===== src/hdl/pqu_regs.vh =====
// constants shared by the product/quotient unit files
`ifndef PQU_REGS_VH
`define PQU_REGS_VH

// operation codes on issueOp
`define PQU_OP_W 3
`define PQU_OP_PAIR 3'h0
`define PQU_OP_ACC_ADD 3'h1
`define PQU_OP_ACC_SUB 3'h2
`define PQU_OP_GPR 3'h3
`define PQU_OP_DIV 3'h4
`define PQU_OP_RD_UPPER 3'h5
`define PQU_OP_RD_BOTTOM 3'h6

// multiplier geometry
`define PQU_HALF_W 16

// divide early-out: iterations skipped per dividend size
`define PQU_DIV_SKIP8 5'd23
`define PQU_DIV_SKIP16 5'd15
`define PQU_DIV_SKIP24 5'd7
`define PQU_DIV_STEPS 6'd32

// divide repeat rate in cycles per dividend size; latency is one more
`define PQU_DIV_RPT8 6'd11
`define PQU_DIV_RPT16 6'd18
`define PQU_DIV_RPT24 6'd25
`define PQU_DIV_RPT32 6'd32

`endif


===== src/hdl/pqu_div_iter.v =====
// iterative one-bit-per-clock divider with dividend-size early out
`include "pqu_regs.vh"

module pqu_div_iter (
  input wire clk,
  input wire rst,
  input wire start,
  input wire signedOp,
  input wire [31:0] dividend,
  input wire [31:0] divisor,
  output wire busy,
  output wire lastStep,
  output wire [31:0] quotient,
  output wire [31:0] remainder
);
  reg [5:0] cnt_r;
  reg [5:0] steps_r;
  reg [31:0] quo_r;
  reg [31:0] rem_r;
  reg [31:0] dvs_r;
  reg negQ_r;
  reg negR_r;

  wire aNeg = signedOp & dividend[31];
  wire bNeg = signedOp & divisor[31];
  wire [31:0] aMag = aNeg ? (32'h0 - dividend) : dividend;
  wire [31:0] bMag = bNeg ? (32'h0 - divisor) : divisor;
  // signed fit looks at the sign extension, unsigned at leading zeros
  wire fit8 = signedOp ? (&dividend[31:7] | ~|dividend[31:7]) : ~|dividend[31:8];
  wire fit16 = signedOp ? (&dividend[31:15] | ~|dividend[31:15]) : ~|dividend[31:16];
  wire fit24 = signedOp ? (&dividend[31:23] | ~|dividend[31:23]) : ~|dividend[31:24];

  reg [4:0] skip;
  reg [5:0] rpt;
  always @* begin
    if (fit8) begin
      skip = `PQU_DIV_SKIP8;
      rpt = `PQU_DIV_RPT8;
    end else if (fit16) begin
      skip = `PQU_DIV_SKIP16;
      rpt = `PQU_DIV_RPT16;
    end else if (fit24) begin
      skip = `PQU_DIV_SKIP24;
      rpt = `PQU_DIV_RPT24;
    end else begin
      skip = 5'h0;
      rpt = `PQU_DIV_RPT32;
    end
  end

  // restoring step: one quotient bit per clock
  wire [32:0] shifted = {rem_r, quo_r[31]};
  wire [32:0] diff = shifted - {1'b0, dvs_r};
  wire take = ~diff[32];
  wire [31:0] remNxt = take ? diff[31:0] : shifted[31:0];
  wire [31:0] quoNxt = {quo_r[30:0], take};

  always @(posedge clk) begin
    if (rst) begin
      cnt_r <= 6'h0;
      steps_r <= 6'h0;
      quo_r <= 32'h0;
      rem_r <= 32'h0;
      dvs_r <= 32'h0;
      negQ_r <= 1'b0;
      negR_r <= 1'b0;
    end else if (start) begin
      cnt_r <= rpt;
      steps_r <= `PQU_DIV_STEPS - {1'b0, skip};
      // skipped high bits are known zero in the magnitude
      quo_r <= aMag << skip;
      rem_r <= 32'h0;
      dvs_r <= bMag;
      negQ_r <= aNeg ^ bNeg;
      negR_r <= aNeg;
    end else if (cnt_r != 6'h0) begin
      cnt_r <= cnt_r - 6'h1;
      // padding cycles come first so the result lands on the fixed repeat count
      if (cnt_r <= steps_r) begin
        quo_r <= quoNxt;
        rem_r <= remNxt;
      end
    end
  end

  assign busy = (cnt_r != 6'h0);
  assign lastStep = (cnt_r == 6'h1);
  // divide by zero gives ones in the computed quotient bits only (all 32 for a full-width dividend), negated for a negative signed dividend; no trap raised here
  assign quotient = negQ_r ? (32'h0 - quoNxt) : quoNxt;
  assign remainder = negR_r ? (32'h0 - remNxt) : remNxt;
endmodule


===== src/hdl/pqu_top.v =====
// product/quotient unit: multiply, accumulate and divide beside the integer pipeline
`include "pqu_regs.vh"

module pqu_top (
  input wire clk,
  input wire rst,
  input wire issueValid,
  input wire [`PQU_OP_W-1:0] issueOp,
  input wire issueSigned,
  input wire [31:0] operandA,
  input wire [31:0] operandB,
  output wire issueStall,
  output wire unitBusy,
  output wire [31:0] topResultWord,
  output wire [31:0] bottomResultWord,
  output wire gprValid,
  output wire [31:0] gprData
);
  reg [31:0] top_r;
  reg [31:0] bottom_r;
  reg pass2_r;
  reg [`PQU_OP_W-1:0] p2Op_r;
  reg p2Signed_r;
  reg [31:0] p2A_r;
  reg [`PQU_HALF_W-1:0] p2BHigh_r;
  reg [63:0] partial_r;
  reg gprPend_r;
  reg [31:0] gprStage_r;
  reg gprValid_r;
  reg [31:0] gprData_r;

  wire [63:0] pair = {top_r, bottom_r};

  // op decode
  wire isPairMul = (issueOp == `PQU_OP_PAIR) | (issueOp == `PQU_OP_ACC_ADD) |
    (issueOp == `PQU_OP_ACC_SUB);
  wire isMul = isPairMul | (issueOp == `PQU_OP_GPR);
  wire isDiv = (issueOp == `PQU_OP_DIV);
  wire isRead = (issueOp == `PQU_OP_RD_UPPER) | (issueOp == `PQU_OP_RD_BOTTOM);

  // operand_b size check; operand_a never counts
  wire bShort = issueSigned ? (&operandB[31:15] | ~|operandB[31:15]) :
    ~|operandB[31:16];

  // divider
  wire divBusy;
  wire divLast;
  wire [31:0] divQuo;
  wire [31:0] divRem;

  // stall sources; only a new divide may chase the last divide step
  wire divStall = divBusy & ~(isDiv & divLast);
  // a read would collide with a pending product_to_gpr on the gpr port
  wire readStall = isRead & gprPend_r;
  assign issueStall = issueValid & (pass2_r | divStall | readStall);
  wire accept = issueValid & ~issueStall;

  pqu_div_iter pqu_div_iter_i (
    .clk(clk),
    .rst(rst),
    .start(accept & isDiv),
    .signedOp(issueSigned),
    .dividend(operandA),
    .divisor(operandB),
    .busy(divBusy),
    .lastStep(divLast),
    .quotient(divQuo),
    .remainder(divRem)
  );

  // one shared 33x17 signed multiplier, used twice for full-width operand_b
  wire signedNow = pass2_r ? p2Signed_r : issueSigned;
  wire [31:0] mulAIn = pass2_r ? p2A_r : operandA;
  wire [32:0] mulA = {signedNow & mulAIn[31], mulAIn};
  wire [16:0] mulB = pass2_r ? {p2Signed_r & p2BHigh_r[15], p2BHigh_r} :
    {bShort & issueSigned & operandB[15], operandB[15:0]};
  wire signed [49:0] prodRaw = $signed(mulA) * $signed(mulB);
  wire [63:0] prod = {{14{prodRaw[49]}}, prodRaw};

  // second pass adds the high half shifted over the first pass
  wire [63:0] fullProd = partial_r + {prod[47:0], 16'h0};
  wire [63:0] finalProd = pass2_r ? fullProd : prod;
  wire [`PQU_OP_W-1:0] finalOp = pass2_r ? p2Op_r : issueOp;
  wire finishing = pass2_r | (accept & isMul & bShort);

  reg [63:0] pairNxt;
  always @* begin
    case (finalOp)
      `PQU_OP_ACC_ADD: pairNxt = pair + finalProd;
      `PQU_OP_ACC_SUB: pairNxt = pair - finalProd;
      default: pairNxt = finalProd;
    endcase
  end

  // no stall input: the unit advances on its own every clock
  always @(posedge clk) begin
    if (rst) begin
      top_r <= 32'h0;
      bottom_r <= 32'h0;
    end else if (divBusy & divLast) begin
      top_r <= divRem;
      bottom_r <= divQuo;
    end else if (finishing & (finalOp != `PQU_OP_GPR)) begin
      top_r <= pairNxt[63:32];
      bottom_r <= pairNxt[31:0];
    end
  end

  // second-pass bookkeeping for full-width operand_b
  always @(posedge clk) begin
    if (rst) begin
      pass2_r <= 1'b0;
      p2Op_r <= `PQU_OP_PAIR;
      p2Signed_r <= 1'b0;
      p2A_r <= 32'h0;
      p2BHigh_r <= 16'h0;
      partial_r <= 64'h0;
    end else if (accept & isMul & ~bShort) begin
      pass2_r <= 1'b1;
      p2Op_r <= issueOp;
      p2Signed_r <= issueSigned;
      p2A_r <= operandA;
      p2BHigh_r <= operandB[31:16];
      partial_r <= prod;
    end else begin
      pass2_r <= 1'b0;
    end
  end

  // product_to_gpr gets an extra stage; reads go out straight away
  always @(posedge clk) begin
    if (rst) begin
      gprPend_r <= 1'b0;
      gprStage_r <= 32'h0;
      gprValid_r <= 1'b0;
      gprData_r <= 32'h0;
    end else begin
      gprPend_r <= finishing & (finalOp == `PQU_OP_GPR);
      if (finishing & (finalOp == `PQU_OP_GPR)) begin
        gprStage_r <= finalProd[31:0];
      end
      if (gprPend_r) begin
        gprValid_r <= 1'b1;
        gprData_r <= gprStage_r;
      end else if (accept & isRead) begin
        gprValid_r <= 1'b1;
        gprData_r <= (issueOp == `PQU_OP_RD_UPPER) ? top_r : bottom_r;
      end else begin
        gprValid_r <= 1'b0;
      end
    end
  end

  assign unitBusy = divBusy | pass2_r | gprPend_r;
  assign topResultWord = top_r;
  assign bottomResultWord = bottom_r;
  assign gprValid = gprValid_r;
  assign gprData = gprData_r;
endmodule


===== config.mk =====
export PLATFORM = sky130hd
export DESIGN_NAME = pqu_top
export DESIGN_NICKNAME = d
export VERILOG_FILES = /design/src/hdl/pqu_div_iter.v /design/src/hdl/pqu_top.v
export VERILOG_INCLUDE_DIRS = /design/src /design/src/hdl
export SDC_FILE = /design/constraint.sdc
export NUM_CORES = 2
export LEC_CHECK = 0
export CAP_MARGIN = 20
export CORE_MARGIN = 1
export CORE_UTILIZATION = 25
export DETAILED_ROUTE_END_ITERATION = 7
export DONT_BUFFER_PORTS = 1
export PLACE_DENSITY = 0.45
export SYNTH_ARGS = -nofsm -noshare
export SYNTH_HDL_FRONTEND = slang
export SYNTH_HIERARCHICAL = 1
export SYNTH_SLANG_ARGS = --single-unit

===== constraint.sdc =====
create_clock -name clk -period 15.02 [get_ports clk]
set_input_delay 2.253 -clock clk [delete_from_list [all_inputs] [get_ports clk]]
set_output_delay 2.253 -clock clk [all_outputs]
set_load 0.02 [all_outputs]

Word level (Yosys, flattened, before mapping):

Index checks and enable logic that the tools add are counted.

* add/sub/neg operators: 10
* muxes and demuxes: 36
* multipliers: 1
* reductions and logical operators: 29
* equality and inequality tests: 11
* bitwise gates (word level): 37
* $lt $le $gt $ge: 1
* shift operators: 1

Operators with widths (number)
* two-way mux 32 bit: 16
* adder 64 bit: 2
* one-hot mux 64 bit (2 select lines): 1
* subtractor 1 x 32 -> 32 bit (first input constant): 4
* two-way mux 64 bit: 1
* subtractor 64 bit: 1
* multiplier 33 x 17 -> 50 bit: 1
* AND reduction 17 bit: 2
* OR reduction 17 bit: 2
* subtractor 33 x 32 -> 33 bit: 1
* OR reduction 16 bit: 2
* left shift 32 x 5 -> 32 bit: 1
* two-way mux 6 bit: 5
* AND reduction 25 bit: 1
* OR reduction 25 bit: 1
* OR reduction 24 bit: 1
* bitwise AND 1 bit: 19
* two-way mux 17 bit: 1
* bitwise OR 1 bit: 13
* == test 3 x 2 -> 1 bit (second input constant): 4
* two-way mux 5 bit: 2
* == test 3 bit (second input constant): 3
* AND reduction 9 bit: 1
* OR reduction 9 bit: 1
* 17 further kinds: 40

* flip-flop bits (word level): 343
* output and inout port bits: 99

Depth between registers and ports, before layout:

* word-level depth: 15
* gate-level depth with buffers: 62

By module:

The synthesis kept the hierarchy.

By module, submodules not included
* pqu_top: times used 1, cells each 4887, area each 38639.6 um2, sequential area each 4664.5 um2
* pqu_div_iter: times used 1, cells each 1340, area each 9775.6 um2, sequential area each 2162.1 um2

Worst setup path before layout:

No wires, ideal clock.

* path kind: reg-to-reg
* start: register pass2_r
* end: register top_r[23] (netlist: topResultWord[23])
* buffers on the path: 14
* cell stages (with the launch flop): 59
* setup slack: 1.528 ns
* clock period less this slack: 13.492 ns
* library setup time: 0.132 ns
* arrival time: 13.360 ns
* cells stage by stage: dfxtp_1 -> buf_2 -> buf_2 -> buf_2 -> buf_2 -> buf_2 -> buf_2 -> buf_1 -> clkbuf_1 -> buf_2 -> buf_1 -> mux2_2 -> nand2_1 -> fa_1 -> inv_1 -> fa_1 -> inv_1 -> fa_1 -> [23 not listed] -> and4_1 -> buf_2 -> nand2_1 -> o21ai_0 -> xnor2_1 -> ha_1 -> clkbuf_1 -> and3_1 -> a221oi_1 -> o21ai_0 -> a21o_1 -> a21o_1 -> a221oi_1 -> o21ai_0 -> xor2_1 -> a211o_1 -> o211ai_1 -> a21oi_1

* elaborated cells on any way between the ends: 26
* classes of those cells: add/sub: 3; mul: 1; eq/ne: 3; mux: 8; bitwise: 10; reduce/logical: 1

RTL lines
* from (decl): line pqu_top.v:21 `reg pass2_r;`
* from (signal assigned): line pqu_top.v:112 `pass2_r <= 1'b0;`
* from (signal assigned): line pqu_top.v:119 `pass2_r <= 1'b1;`
* from (signal assigned): line pqu_top.v:126 `pass2_r <= 1'b0;`
* two-way mux 32 bit / two-way mux 17 bit (equally long branches): line pqu_top.v:73, pqu_top.v:75
* multiplier 33 x 17 -> 50 bit *: line pqu_top.v:77 `wire signed [49:0] prodRaw = $signed(mulA) * $signed(mulB);`
* via prodRaw[16]: line pqu_top.v:77
* adder 64 bit: line pqu_top.v:81 `wire [63:0] fullProd = partial_r + {prod[47:0], 16'h0};`
* two-way mux 64 bit *: line pqu_top.v:82 `wire [63:0] finalProd = pass2_r ? fullProd : prod;`
* subtractor 64 bit / adder 64 bit (equally long branches): line pqu_top.v:90, pqu_top.v:89
* one-hot mux 64 bit (2 select lines) *: line pqu_top.v:88 `case (finalOp)`
* two-way mux 32 bit *: line pqu_top.v:103 `` end else if (finishing & (finalOp != `PQU_OP_GPR)) begin ``
* two-way mux 32 bit *: line pqu_top.v:100 `end else if (divBusy & divLast) begin`
* to (signal assigned): line pqu_top.v:101 `top_r <= divRem;`
* to (signal assigned): line pqu_top.v:104 `top_r <= pairNxt[63:32];`
* to (decl): line pqu_top.v:19 `reg [31:0] top_r;`

The timed path passes the listed nets; every way through them passes the cells marked *. The select of a mux whose other input is x is not followed.
A chain may end at the register's enable or synchronous reset.

Final worst setup path:

* start: input operandB[22]
* end: register top_r[28] (netlist: topResultWord[28])

* longest elaborated chain between the ends: 14
* elaborated cells on any way between the ends: 22
* classes of those cells: add/sub: 3; mul: 1; mux: 6; bitwise: 6; reduce/logical: 6

RTL lines
* from (decl): line pqu_top.v:11 `input wire [31:0] operandB,`
* OR reduction 17 bit: line pqu_top.v:42 `wire bShort = issueSigned ? (&operandB[31:15] | ~|operandB[31:15]) :`
* zero test 1 bit: line pqu_top.v:42
* bitwise OR 1 bit: line pqu_top.v:42
* two-way mux 1 bit *: line pqu_top.v:42
* bitwise AND 1 bit * (2 in series): line pqu_top.v:76 `{bShort & issueSigned & operandB[15], operandB[15:0]};`
* two-way mux 17 bit *: line pqu_top.v:75 `wire [16:0] mulB = pass2_r ? {p2Signed_r & p2BHigh_r[15], p2BHigh_r} :`
* multiplier 33 x 17 -> 50 bit *: line pqu_top.v:77
* via prodRaw[24]: line pqu_top.v:77
* adder 64 bit: line pqu_top.v:81
* two-way mux 64 bit *: line pqu_top.v:82
* subtractor 64 bit / adder 64 bit (equally long branches): line pqu_top.v:90, pqu_top.v:89
* one-hot mux 64 bit (2 select lines) *: line pqu_top.v:88
* two-way mux 32 bit *: line pqu_top.v:103
* two-way mux 32 bit *: line pqu_top.v:100

Marks and branches as above.

==> reports/results.ini <==
[clocking]
cts-buffers-inserted = 49
clk_path_buf_depth = 3
post_cts_buffers = 0
cts.htree.levels = 2
path_clk_slew_ns = 0.06
tritoncts = built
clk_latency_ns = 0.67
cts_sinks = 341
clockRootBuffer = clkbuf_16

[drt]
vias_per_cell = 5.226
drt_iter0_markers = 3713
drt_wl_total_um = 217300
via_count = 45460
drc_errors = 0
routedWlPerCell_um = 24.98
ant_nets = 0
firstDrtPassIters = 6

[synth]
ys_seq_area_share_pct = 14.10
synthAdderAreaFrac_pct = 29.31
synth_top_family_by_area = adder cells
yosysUniqueCellTypes = 109
synth_compound_area_share_pct = 19.05
ys_seq_elements = 341
syn_inst = 6227
synth.area.mux_share_pct = 3.995
syn_area_mm2 = 0.04842
yosysWarningCount = 6
syn-num-nets = 7108
synth_ff_type = dfxtp_1
synth_xor_area_share_pct = 6.239
synth.avg_cell_area_um2 = 7.775
synth-simple-area-share_pct = 19.65
synth-edff-count = 0
async_reset_ff_share_pct = 0

[run_status]
outcome = completed

[grt]
met3_usage_pct = 2.799
grt.busiest_layer = met2
overflow = 0
grt_pass1_vias = 45730
use_met2_pct = 37.19
met1_usage_pct = 27.63
grt_pass1_wl_um = 319300
grt_antenna_before_repair = 8
grt_max_degree = 311
globalRouteTotalUtil_pct = 21.87

[layout]
final_common_cell = nand2_1
layout_common_cells = nand2_1, nor2_1, inv_1, fa_1, a21oi_1
nets = 7014
drive_gt1_share_pct = 6.466
final_cells = 8699
area_growth_pct = 10.64
fill_cells = 21100

[sta]
tns_ns = 0
max_freq_mhz = 71.04
setup_viol = 0
slew_headroom_pct = 23.53
rsz0062_at_grt = no
hold_viol = 0
post-route-min-period_ns = 14.08
period_share_pct = 93.72
slew_violations = 0
finClkSkew_ns = 0.02987
worst_pin_slew_ns = 1.132

[die]
die_area_mm2 = 0.1954
die_x_um = 442.1
die_h_um = 442.1
start_util_pct = 25.17
io_pins = 170
rows = 161
core_mm2 = 0.1924

[worst_setup_path]
worst_path_largest_cell_delay_ns = 0.67
crit_path_end_kind = flip-flop
arrival_ns = 14.60
cp_slowest_cell = xnor2_1
crit_required_ns = 15.55
crit_fanout = 8
critPathLaunchType = input pin
cp_common_cell = fa_1
criticalPathCategory = in2reg

[flow_run]
drv_cap = 0

[worst_hold_path]
hold_path.class = reg2reg

[placement]
place_hpwl_um = 174800
dp.cells = 8608
gp_congestion = 0.9441
port_buffers = 0

## area by class of cell
class                      count  area (µm²)  area share, %
tap                         2526        3161          5.900
antenna                        2       5.005       0.009343
inverter                     651        2444          4.562
sequential                   341        6830          12.75
clock inverter                25       385.4         0.7194
multi-input combinational   4913       38070          71.07
clock buffer                  64        1343          2.506
timing repair buffer         177        1329          2.481
## cell families (layout without fill, tap and decap cells)
family,after synthesis,count (layout)
buf+inv,973,917
flops,341,341
other cells,0,2
simple gates,2178,2178
xor+xnor,344,344
compound gates,1395,1395
fa+ha+maj,810,810
mux,186,186
## timing repair
action | 4_1_cts | 5_1_grt
resized for setup | 0 | 1
endpoints found under the setup margin | 0 | 1
hold buffers | 0 | 0
## worst paths after layout
kind | startpoint | endpoint | slack (ns) | cells after the start
hold reg to reg | partial_r[15] | partial_r[15] | 0.45 | 2
setup / recovery | operandB[22] | topResultWord[28] | 0.94 | 42
hold / removal | partial_r[15] | partial_r[15] | 0.45 | 2
setup reg to reg | pass2_r | topResultWord[28] | 1.31 | 42
## Yosys cell counts (60+ instances only)
cell type    n  area share (%)
xnor2_1    198             3.6
nand2_1    885             6.9
ha_1       270             7.0
a21o_1      98             1.5
a211oi_1   110             1.7
xor2_1     145             2.6
nand3_1     72            0.74
dfxtp_1    341              14
fa_1       540              22
nor3_1     113             1.2
inv_1      648             5.0
a21oi_1    464             4.8
o21ai_0    201             2.1
o211ai_1    97             1.5
clkbuf_1   272             2.1
mux2i_1    128             2.6
nand4_1     60            0.78
nor2_1     747             5.8
## sequential cells by signal, summed over array words and instances (netlist names)
register	count
pqu_div_iter_i/rem_r	32
pqu_div_iter_i/dvs_r	32
p2BHigh_r	16
bottomResultWord	32
pqu_div_iter_i/cnt_r	6
pqu_div_iter_i/steps_r	4
p2Signed_r	1
pass2_r	1
gprPend_r	1
partial_r	50
gprValid	1
pqu_div_iter_i/negQ_r	1
gprStage_r	32
pqu_div_iter_i/quo_r	32
p2Op_r	3
gprData	32
p2A_r	32
pqu_div_iter_i/negR_r	1
topResultWord	32
## stage by stage
stage               area, µm²  hold slack (ns)  worst slack, ns  utilization [%]
CTS                     53550           0.4558           0.9620            27.84
global route            53560           0.4802          0.06592            27.84
floorplan               48420           0.4338            1.528                -
global placement        51810           0.4407           0.3471            26.93
detailed placement      51830           0.4474           0.2722            26.94
finish                  53570           0.4514           0.9430            27.84
## worst max-delay path: cells and delay by family
kind                     cells  cell delay (ns)
buffers and inverters        3             0.34
multiplexers                 1             0.25
AO/OA/AOI/OAI               12             2.85
XOR/XNOR                     3             1.11
adder cells (fa/ha/maj)      9             4.16
AND/OR/NAND/NOR             14             3.61
## per-layer routing
layer | routed length (µm) | up-vias
li1 | - | 20930
met1 | 92130 | 22840
met2 | 103500 | 1353
met3 | 10980 | 335
met4 | 10710 | 6
met5 | 38 | -
Power is left out: the tool's default activity adds up to more than one toggle a clock period on the data nets, which glitch-free logic cannot reach.
